===== config.mk =====
export PLATFORM = sky130hd
export DESIGN_NAME = cci_top
export DESIGN_NICKNAME = d
export VERILOG_FILES = /design/src/verilog/cci_pkg.sv /design/src/verilog/cci_top.sv /design/src/verilog/cci_fifo.sv
export VERILOG_INCLUDE_DIRS = /design/src /design/src/verilog
export SDC_FILE = /design/constraint.sdc
export NUM_CORES = 1
export LEC_CHECK = 0
export BUFFER_PORTS_ARGS = -buffer_cell sky130_fd_sc_hd__buf_2
export CAP_MARGIN = 30
export CORE_UTILIZATION = 27
export CTS_CLUSTER_SIZE = 16
export DETAILED_ROUTE_END_ITERATION = 10
export PLACE_DENSITY = 0.5
export SETUP_SLACK_MARGIN = 0.15
export SLEW_MARGIN = 40
export SYNTH_ARGS = -nofsm -noshare
export SYNTH_HDL_FRONTEND = slang
export SYNTH_SLANG_ARGS = --single-unit
export TNS_END_PERCENT = 10

===== constraint.sdc =====
create_clock -name clock_i -period 4.1 [get_ports clock_i]
set_clock_uncertainty 0.1 [all_clocks]
set_input_delay 0.205 -clock clock_i [delete_from_list [all_inputs] [get_ports clock_i]]
set_output_delay 0.205 -clock clock_i [all_outputs]
set_load 0.05 [all_outputs]

===== src/verilog/cci_defines.svh =====
`ifndef CCI_DEFINES_SVH
`define CCI_DEFINES_SVH

// Register bus
`define CCI_ADDR_W 4
`define CCI_REG_CTRL 4'h0
`define CCI_REG_ENTRY 4'h4
`define CCI_REG_STATUS 4'h8
`define CCI_REG_LEVEL 4'hC

// Control register fields
`define CCI_CTRL_DPREQ 0

// Entry register fields
`define CCI_ENT_CODE_HI 3
`define CCI_ENT_FUNC 4

// Status register fields
`define CCI_ST_DATA_HI 3
`define CCI_ST_FLAG 4
`define CCI_ST_KEY_LO 5
`define CCI_ST_KEY_HI 7
`define CCI_ST_DIGIT_LO 8
`define CCI_ST_DIGIT_HI 11
`define CCI_ST_BUSY 12
`define CCI_ST_FULL 13
`define CCI_ST_EMPTY 14
`define CCI_ST_OVFL 15

// Interface control codes
`define CCI_MODE_READ 2'h0
`define CCI_MODE_NUM 2'h1
`define CCI_MODE_FUNC 2'h2
`define CCI_MODE_DPLOC 2'h3

// Special data codes
`define CCI_BCD_ZERO 4'h0
`define CCI_BCD_MINUS 4'hE
`define CCI_BCD_ERROR 4'hF
`define CCI_CODE_NINE 4'h9
`define CCI_CODE_DP 4'hA
`define CCI_CODE_PCT 4'hB

// Function codes
`define CCI_FN_CLEAR 4'h1
`define CCI_FN_CONST 4'h2
`define CCI_FN_SUB 4'h3
`define CCI_FN_ADD 4'h4
`define CCI_MEMORY_RECALL_FN 4'h5
`define CCI_MEMORY_STORE_FN 4'h6
`define CCI_FN_MUL 4'h7
`define CCI_FN_DIV 4'h8
`define CCI_FN_EQUALS 4'h9

// Segment patterns as {a, b, e, f, g}
`define CCI_SEG_0 5'h1E
`define CCI_SEG_1 5'h08
`define CCI_SEG_2 5'h1D
`define CCI_SEG_3 5'h19
`define CCI_SEG_4 5'h0B
`define CCI_SEG_5 5'h13
`define CCI_SEG_6 5'h17
`define CCI_SEG_7 5'h18
`define CCI_SEG_8 5'h1F
`define CCI_SEG_9 5'h1B
`define CCI_SEG_MINUS 5'h01
`define CCI_SEG_ERROR 5'h17

// Key-return lines, one-hot
`define CCI_KEY_NONE 3'h0
`define CCI_KEY_1 3'h1
`define CCI_KEY_2 3'h2
`define CCI_KEY_3 3'h4

`endif


===== src/verilog/cci_pkg.sv =====
package cci_pkg;

    typedef enum logic [1:0] {
        CCI_IDLE,
        CCI_PRESS,
        CCI_RELEASE
    } cci_state_e;

    typedef logic [3:0] cci_nibble_t;

endpackage : cci_pkg


===== src/verilog/cci_top.sv =====
`timescale 1ns/100ps
`include "cci_defines.svh"
module cci_top
    import cci_pkg::*;
#(
    parameter int FIFO_DEPTH = 16,
    parameter int PRESS_SCANS = 2,
    parameter int RELEASE_SCANS = 2
) (
    input wire logic clock_i,
    input wire logic arst_n_i,
    input wire logic [`CCI_ADDR_W-1:0] addr_i,
    input wire logic [31:0] wdata_i,
    input wire logic wr_i,
    input wire logic rd_i,
    output logic [31:0] rdata_o,
    input wire logic seg_a_i,
    input wire logic seg_b_i,
    input wire logic seg_c_i,
    input wire logic seg_e_i,
    input wire logic seg_f_i,
    input wire logic seg_g_i,
    input wire logic dp_i,
    input wire logic [3:0] digit_select_bits_i,
    output logic [3:0] data_o,
    output logic flag_o,
    output logic [2:0] key_return_o,
    output logic [1:0] iface_ctrl_o,
    output logic entry_ready_o
);
    localparam int ENT_W = 5;
    localparam int CW = $clog2(FIFO_DEPTH) + 1;

    if (PRESS_SCANS < 1 || PRESS_SCANS > 15) begin : g_bad_press
        $error("PRESS_SCANS must lie in 1..15");
    end
    if (RELEASE_SCANS < 1 || RELEASE_SCANS > 15) begin : g_bad_release
        $error("RELEASE_SCANS must lie in 1..15");
    end

    // Segment decode: {valid, flag, bcd}
    function automatic logic [5:0] seg_decode(input logic [4:0] s,
                                              input logic c);
        logic [5:0] r;
        r = 6'h00;
        case (s)
            `CCI_SEG_0: r = {2'b11, `CCI_BCD_ZERO};
            `CCI_SEG_1: r = {2'b10, 4'h1};
            `CCI_SEG_2: r = {2'b10, 4'h2};
            `CCI_SEG_3: r = {2'b10, 4'h3};
            `CCI_SEG_4: r = {2'b10, 4'h4};
            `CCI_SEG_5: r = {2'b10, 4'h5};
            `CCI_SEG_6: begin
                // Six and E share a,b,e,f,g; only c tells them apart
                if (c) begin
                    r = {2'b10, 4'h6};
                end else begin
                    r = {2'b11, `CCI_BCD_ERROR};
                end
            end
            `CCI_SEG_7: r = {2'b10, 4'h7};
            `CCI_SEG_8: r = {2'b10, 4'h8};
            `CCI_SEG_9: r = {2'b10, 4'h9};
            `CCI_SEG_MINUS: r = {2'b11, `CCI_BCD_MINUS};
            default: r = 6'h00;
        endcase
        return r;
    endfunction : seg_decode

    // Key-return line for an entry; none for an undefined code
    function automatic logic [2:0] key_line(input logic func,
                                            input cci_nibble_t code);
        logic [2:0] k;
        k = `CCI_KEY_NONE;
        if (func) begin
            if (code >= `CCI_FN_CLEAR && code <= `CCI_FN_EQUALS) begin
                k = `CCI_KEY_3;
            end
        end else if (code < `CCI_CODE_NINE) begin
            k = `CCI_KEY_1;
        end else if (code <= `CCI_CODE_PCT) begin
            k = `CCI_KEY_2;
        end
        return k;
    endfunction : key_line

    // Digit-select phase in which the entry's key line is driven
    function automatic cci_nibble_t key_phase(input logic func,
                                              input cci_nibble_t code);
        cci_nibble_t p;
        p = code;
        if (func) begin
            p = code - `CCI_FN_CLEAR;
        end else if (code >= `CCI_CODE_NINE) begin
            p = code - `CCI_CODE_NINE;
        end
        return p;
    endfunction : key_phase

    logic [31:0] rdata_q;
    logic [3:0] data_q;
    logic flag_q;
    logic [2:0] key_q;
    logic [1:0] mode_q;
    logic entry_ready_q;
    logic dp_req_q;
    logic ovfl_q;
    cci_state_e state_q;
    logic [ENT_W-1:0] entry_q;
    logic [3:0] scan_q;
    logic hit_q;

    logic fifo_in_ready;
    logic fifo_out_valid;
    logic fifo_pop;
    logic [ENT_W-1:0] fifo_out_data;
    logic [CW-1:0] fifo_count;
    logic entry_wr;
    logic [5:0] seg_res;
    logic phase_hit;
    logic scan_end;
    logic head_ok;
    logic [1:0] mode_d;

    assign entry_wr = wr_i && (addr_i == `CCI_REG_ENTRY);
    assign fifo_pop = (state_q == CCI_IDLE);

    // Entries wait here until the sequencer is idle and takes the next one
    cci_fifo #(
        .WIDTH(ENT_W),
        .DEPTH(FIFO_DEPTH)
    ) u_fifo (
        .clock_i(clock_i),
        .arst_n_i(arst_n_i),
        .in_valid_i(entry_wr),
        .in_ready_o(fifo_in_ready),
        .in_data_i(wdata_i[`CCI_ENT_FUNC:0]),
        .out_valid_o(fifo_out_valid),
        .out_ready_i(fifo_pop),
        .out_data_o(fifo_out_data),
        .count_o(fifo_count)
    );

    assign seg_res = seg_decode({seg_a_i, seg_b_i, seg_e_i, seg_f_i,
                                 seg_g_i}, seg_c_i);
    assign head_ok = key_line(fifo_out_data[`CCI_ENT_FUNC],
        fifo_out_data[`CCI_ENT_CODE_HI:0]) != `CCI_KEY_NONE;
    assign phase_hit = (digit_select_bits_i == key_phase(
        entry_q[`CCI_ENT_FUNC], entry_q[`CCI_ENT_CODE_HI:0]));
    assign scan_end = hit_q && !phase_hit;

    always_comb begin
        mode_d = dp_req_q ? `CCI_MODE_DPLOC : `CCI_MODE_READ;
        if (state_q != CCI_IDLE) begin
            mode_d = entry_q[`CCI_ENT_FUNC] ? `CCI_MODE_FUNC
                                            : `CCI_MODE_NUM;
        end
    end

    // Control register
    always_ff @(posedge clock_i or negedge arst_n_i) begin
        if (!arst_n_i) begin
            dp_req_q <= 1'b0;
        end else if (wr_i && addr_i == `CCI_REG_CTRL) begin
            dp_req_q <= wdata_i[`CCI_CTRL_DPREQ];
        end
    end

    // Overflow: a refused entry in the clearing cycle still sets it
    always_ff @(posedge clock_i or negedge arst_n_i) begin
        if (!arst_n_i) begin
            ovfl_q <= 1'b0;
        end else if (entry_wr && !fifo_in_ready) begin
            ovfl_q <= 1'b1;
        end else if (wr_i && addr_i == `CCI_REG_STATUS
                     && wdata_i[`CCI_ST_OVFL]) begin
            ovfl_q <= 1'b0;
        end
    end

    // Entry sequencer
    always_ff @(posedge clock_i or negedge arst_n_i) begin
        if (!arst_n_i) begin
            state_q <= CCI_IDLE;
            entry_q <= '0;
            scan_q <= 4'h0;
        end else begin
            case (state_q)
                CCI_IDLE: begin
                    scan_q <= 4'h0;
                    if (fifo_out_valid) begin
                        entry_q <= fifo_out_data;
                        // Undefined codes are dropped without a key
                        if (head_ok) begin
                            state_q <= CCI_PRESS;
                        end
                    end
                end
                CCI_PRESS: begin
                    if (scan_end) begin
                        if (scan_q == 4'(PRESS_SCANS - 1)) begin
                            scan_q <= 4'h0;
                            state_q <= CCI_RELEASE;
                        end else begin
                            scan_q <= scan_q + 4'h1;
                        end
                    end
                end
                CCI_RELEASE: begin
                    // Calculator must see the key up before the next one
                    if (scan_end) begin
                        if (scan_q == 4'(RELEASE_SCANS - 1)) begin
                            scan_q <= 4'h0;
                            state_q <= CCI_IDLE;
                        end else begin
                            scan_q <= scan_q + 4'h1;
                        end
                    end
                end
                default: begin
                    state_q <= CCI_IDLE;
                    scan_q <= 4'h0;
                end
            endcase
        end
    end

    always_ff @(posedge clock_i or negedge arst_n_i) begin
        if (!arst_n_i) begin
            hit_q <= 1'b0;
        end else begin
            hit_q <= (state_q != CCI_IDLE) && phase_hit;
        end
    end

    // Key-return lines
    always_ff @(posedge clock_i or negedge arst_n_i) begin
        if (!arst_n_i) begin
            key_q <= `CCI_KEY_NONE;
        end else if (state_q == CCI_PRESS && phase_hit) begin
            key_q <= key_line(entry_q[`CCI_ENT_FUNC],
                              entry_q[`CCI_ENT_CODE_HI:0]);
        end else begin
            key_q <= `CCI_KEY_NONE;
        end
    end

    // Data and flag outputs, one cycle behind the pins in read and point modes; entry code while an entry is keyed
    always_ff @(posedge clock_i or negedge arst_n_i) begin
        if (!arst_n_i) begin
            data_q <= 4'h0;
            flag_q <= 1'b0;
        end else begin
            case (mode_d)
                `CCI_MODE_READ: begin
                    data_q <= seg_res[3:0];
                    flag_q <= seg_res[5] & seg_res[4];
                end
                `CCI_MODE_DPLOC: begin
                    data_q <= dp_i ? digit_select_bits_i : 4'h0;
                    flag_q <= dp_i;
                end
                `CCI_MODE_NUM, `CCI_MODE_FUNC: begin
                    data_q <= entry_q[`CCI_ENT_CODE_HI:0];
                    flag_q <= 1'b0;
                end
                default: begin
                    data_q <= 4'h0;
                    flag_q <= 1'b0;
                end
            endcase
        end
    end

    always_ff @(posedge clock_i or negedge arst_n_i) begin
        if (!arst_n_i) begin
            mode_q <= `CCI_MODE_READ;
            entry_ready_q <= 1'b0;
        end else begin
            mode_q <= mode_d;
            entry_ready_q <= fifo_in_ready;
        end
    end

    // Read port; data stand only in the cycle after the strobe
    always_ff @(posedge clock_i or negedge arst_n_i) begin
        if (!arst_n_i) begin
            rdata_q <= 32'h0000_0000;
        end else if (rd_i) begin
            rdata_q <= 32'h0000_0000;
            case (addr_i)
                `CCI_REG_CTRL: begin
                    rdata_q[`CCI_CTRL_DPREQ] <= dp_req_q;
                end
                `CCI_REG_STATUS: begin
                    rdata_q[`CCI_ST_DATA_HI:0] <= data_q;
                    rdata_q[`CCI_ST_FLAG] <= flag_q;
                    rdata_q[`CCI_ST_KEY_HI:`CCI_ST_KEY_LO] <= key_q;
                    rdata_q[`CCI_ST_DIGIT_HI:`CCI_ST_DIGIT_LO] <=
                        digit_select_bits_i;
                    rdata_q[`CCI_ST_BUSY] <= (state_q != CCI_IDLE);
                    rdata_q[`CCI_ST_FULL] <= !fifo_in_ready;
                    rdata_q[`CCI_ST_EMPTY] <= !fifo_out_valid;
                    rdata_q[`CCI_ST_OVFL] <= ovfl_q;
                end
                `CCI_REG_LEVEL: begin
                    rdata_q[CW-1:0] <= fifo_count;
                end
                default: begin
                    rdata_q <= 32'h0000_0000;
                end
            endcase
        end else begin
            rdata_q <= 32'h0000_0000;
        end
    end

    assign rdata_o = rdata_q;
    assign data_o = data_q;
    assign flag_o = flag_q;
    assign key_return_o = key_q;
    assign iface_ctrl_o = mode_q;
    assign entry_ready_o = entry_ready_q;

endmodule : cci_top


===== src/verilog/cci_fifo.sv =====
`timescale 1ns/100ps
module cci_fifo #(
    parameter int WIDTH = 5,
    parameter int DEPTH = 16
) (
    input wire logic clock_i,
    input wire logic arst_n_i,
    input wire logic in_valid_i,
    output logic in_ready_o,
    input wire logic [WIDTH-1:0] in_data_i,
    output logic out_valid_o,
    input wire logic out_ready_i,
    output logic [WIDTH-1:0] out_data_o,
    output logic [$clog2(DEPTH):0] count_o
);
    localparam int AW = $clog2(DEPTH);

    if (DEPTH < 2 || (1 << AW) != DEPTH) begin : g_bad_depth
        $error("cci_fifo depth must be a power of two");
    end

    logic [WIDTH-1:0] mem_q [DEPTH];
    logic [AW-1:0] wr_ptr_q;
    logic [AW-1:0] rd_ptr_q;
    logic [AW:0] count_q;
    logic push;
    logic pop;
    logic [AW-1:0] rd_next;
    logic [WIDTH-1:0] out_data_q;

    assign in_ready_o = (count_q != (AW+1)'(DEPTH));
    assign out_valid_o = (count_q != '0);
    assign push = in_valid_i & in_ready_o;
    assign pop = out_ready_i & out_valid_o;
    assign rd_next = pop ? rd_ptr_q + 1'b1 : rd_ptr_q;
    assign out_data_o = out_data_q;
    assign count_o = count_q;

    // Storage has no reset; stale words are never shown as valid
    always_ff @(posedge clock_i) begin
        if (push) begin
            mem_q[wr_ptr_q] <= in_data_i;
        end
    end

    // Head word is registered; a write to the new head bypasses the array
    always_ff @(posedge clock_i) begin
        if (push && wr_ptr_q == rd_next) begin
            out_data_q <= in_data_i;
        end else begin
            out_data_q <= mem_q[rd_next];
        end
    end

    always_ff @(posedge clock_i or negedge arst_n_i) begin
        if (!arst_n_i) begin
            wr_ptr_q <= '0;
            rd_ptr_q <= '0;
            count_q <= '0;
        end else begin
            if (push) begin
                wr_ptr_q <= wr_ptr_q + 1'b1;
            end
            if (pop) begin
                rd_ptr_q <= rd_ptr_q + 1'b1;
            end
            if (push && !pop) begin
                count_q <= count_q + 1'b1;
            end else if (pop && !push) begin
                count_q <= count_q - 1'b1;
            end
        end
    end

endmodule : cci_fifo


==> flow_metrics.tcl <==
set metrics [dict create \
    crit_family "simple AND/OR/NAND/NOR gates" \
    yosys.cell_count.top_type "edfxtp_1" \
    ys_types 66 \
    seq_power_share_pct 37.9 \
    setup_tns_ns 0 \
    yosysSeqAreaShare_pct 60.8 \
    synth_area_um2 6310 \
    avgViaCountPerCell 4.54 \
    nNetsFinal 605 \
    fin_util_pct 32.8 \
    finalCriticalPeriod_ns 3.32 \
    drt-total-wl_um 13200 \
    die_area_um2 24000 \
    clockPowerShare_pct 29.3 \
    end_kind "flop" \
    start_kind "flop" \
    rsz0062_at_grt "no" \
    cts_resized 0 \
    fp-row-count 55 \
    synth_commonest_cells "edfxtp_1, dfrtp_1, nand2_1, nor2_1, o21ai_0" \
    core_um2 22800 \
    drive_gt1_share_pct 20.5 \
    postRouteAntennaNets 0 \
    total_power_mw 5.07 \
    cts_root_buf "clkbuf_16" \
    numCtsBuffers 17 \
    r2r_end "u_fifo.count_o[4]" \
    ys.flop_type "edfxtp_1" \
    clk_pin_slew_worst_paths_ns 0.05 \
    gp_congestion 0.857 \
    hold_buffers 7 \
    cts_tree "built" \
    hold_ws_ns 0.0264 \
    swShare_pct 34.8 \
    worstMarginPinSlew_ns 0.793 \
    vias 3902 \
    antenna_found_initial 0 \
    place_area_um2 6820 \
    dp_hpwl_um 9170 \
    finalMaxSlewViolations 0 \
    power_leakage_nw 2.94 \
    synth_edf_count 80 \
    ys_async_sr_fraction_pct 39.1 \
    worst-endpoint-required_ns 4.29 \
    n_antenna_cell 0 \
    grt_pass1_vias 3891 \
    dieWidth_um 155 \
    power.switching_mw 1.76 \
    grt_usage_pct 11.9 \
    outcome "finished clean" \
    start_util_pct 27.7 \
    synth_top_area_share_pct 38.1 \
    slew_headroom_pct 46.7 \
    synth_cells 473 \
    vdd_drop_max_mv 0.302 \
    reg2reg_slack_ns 0.78 \
    min_path_type "input port to flop" \
    post_drt_wl_per_cell_um 15.3 \
    area.sequential_um2 3830 \
    p_int_mw 3.31 \
    timing.rr.start "u_fifo.count_o[1]" \
    clock_path_buffers 2 \
    r2r_cells 11 \
    max-cap-violations 0 \
    cp.arrival_ns 3.51 \
    yosysTopAreaCell "edfxtp_1" \
    path_cells "nor4_1, nand2b_1, nand2_1, ha_1, inv_1, fa_1, a21o_1, a21oi_1, xnor2_1, nor2_1, xor2_1" \
    fin_area_um2 7460 \
    overflow 0 \
    period_share_pct 81.0 \
    slowest_delay_ns 0.58 \
    grt_pass1_wl_um 21200 \
    cp.buffers_inverters 1 \
    critPathKind "flop to flop" \
    cp_max_fo 14 \
    fmax_mhz 301 \
    io_pins 94 \
    drtPass1Iterations 4 \
    yosys_warnings 0 \
    syn_to_final_growth_pct 18.3 \
    min_to "rdata_o[0]" \
    cts.htree.levels 4 \
    p_comb_share_pct 32.8 \
    die_height_um 155 \
    hold_violations 0 \
    min-delay-start "addr_i[0]" \
    holdPathStages 3 \
    clock_latency_ns 0.41 \
    portBuffers 51 \
    synth-seq-cells 138 \
    synth_area_leaders "edfxtp_1, dfrtp_1, mux4_2, ha_1, mux4_1" \
    drt_iter0_drc 232 \
    cp_slowest_cell "nor4_1" \
    grt_max_degree 55 \
    drc 0 \
    powerDensity_nw_per_um2 679 \
    avgSynthCellArea_um2 13.3 \
    final-setup-viol-count 0 \
    fill_cells 2238 \
    clkSinkCount 138 \
    post-cts-setup-buffers 0 \
    multi_input_area_um2 2230 \
]
-- cell type report --
type	instances	share of cell area (%)
Sequential cell	138	51.4
Multi-Input combinational cell	293	29.9
Clock buffer	20	5.85
Tap cell	313	5.25
Timing Repair Buffer	62	4.76
Clock inverter	10	1.71
Inverter	23	1.16
-- cell families (layout without fill, tap and decap cells) --
| group | count (synthesis) | count (layout) | share of synthesized area [%] |
|---|---|---|---|
| flops | 138 | 138 | 60.8 |
| fa+ha+maj | 19 | 19 | 3.89 |
| xor+xnor | 15 | 15 | 2.08 |
| compound gates | 82 | 82 | 9.08 |
| simple gates | 134 | 134 | 11.2 |
| other cells | 1 | 16 | 0.0594 |
| mux | 27 | 27 | 7.89 |
| buf+inv | 57 | 115 | 5.02 |
-- flip-flops by register name (all words and copies together), names as in the netlist, 4 cells and up, named ones only --
signal and count:
u_fifo.wr_ptr_q 4, u_fifo.rd_ptr_q 4, scan_q 4, u_fifo.mem_q 80, u_fifo.count_o 5, entry_q 5
data_o 4, rdata_o 16
-- worst max path at each step --
stage	startpoint	end	slack [ns]	depth (start not counted)
final	u_fifo.count_o[1]	u_fifo.count_o[4]	0.78	11
after global routing	u_fifo.count_o[0]	u_fifo.count_o[4]	0.50	11
after CTS	u_fifo.count_o[0]	u_fifo.count_o[4]	0.83	11
after detailed placement	u_fifo.count_o[0]	u_fifo.count_o[4]	0.86	11
after global placement	u_fifo.count_o[0]	u_fifo.count_o[4]	0.86	11
after floorplan	u_fifo.count_o[0]	u_fifo.count_o[4]	1.13	12
-- cell usage in the layout, fill, tap and decap left out, types with 5 or more instances in the layout --
| cell | instances |
|---|---|
| edfxtp_1 | 80 |
| dfrtp_1 | 54 |
| buf_2 | 51 |
| nand2_1 | 34 |
| nor2_1 | 24 |
| o21ai_0 | 24 |
| inv_1 | 23 |
| ha_1 | 18 |
| clkbuf_16 | 17 |
| conb_1 | 16 |
| and2_1 | 15 |
| nand3_1 | 11 |
| mux4_2 | 11 |
| a21oi_1 | 10 |
| xnor2_1 | 9 |
| nor2b_1 | 9 |
| mux2i_1 | 7 |
| dlygate4sd3_1 | 7 |
| and3_1 | 6 |
| or3_1 | 6 |
| xor2_1 | 6 |
| nand2b_1 | 5 |
| a22oi_1 | 5 |
| mux4_1 | 5 |
-- routing by layer --
layer | up-vias | part of all wire, % | track usage (%)
met5 | - | 0 | 0
met4 | 0 | 1.3 | 4.43
met3 | 13 | 5.1 | 3.34
met2 | 114 | 48 | 19.3
met1 | 1934 | 45 | 15.0
li1 | 1841 | - | -
-- worst register-to-register path, cell delays in order (launching register included) --
cell	delay (ns)
dfrtp_1	0.44
nor4_1	0.58
nand2b_1	0.22
nand2_1	0.38
ha_1	0.26
inv_1	0.11
fa_1	0.42
a21o_1	0.17
a21oi_1	0.18
xnor2_1	0.14
nor2_1	0.07
xor2_1	0.14
-- power groups by stage --
stage | Sequential (mW) | Combinational, mW | Clock [mW]
2_1_floorplan | 1.93 | 1.28 | 0
3_3_place_gp | 1.94 | 1.62 | 0
3_5_place_dp | 1.95 | 1.66 | 0
4_1_cts | 1.93 | 1.67 | 1.52
5_1_grt | 1.96 | 1.83 | 1.59
6_report | 1.92 | 1.66 | 1.49
-- metrics by stage --
step,setup WS [ns],cells
global placement,0.863,822
detailed placement,0.857,822
global route,0.496,859
CTS,0.835,859
finish,0.780,859
floorplan,1.13,488
Note: power is estimated with default switching activity, not from simulation.
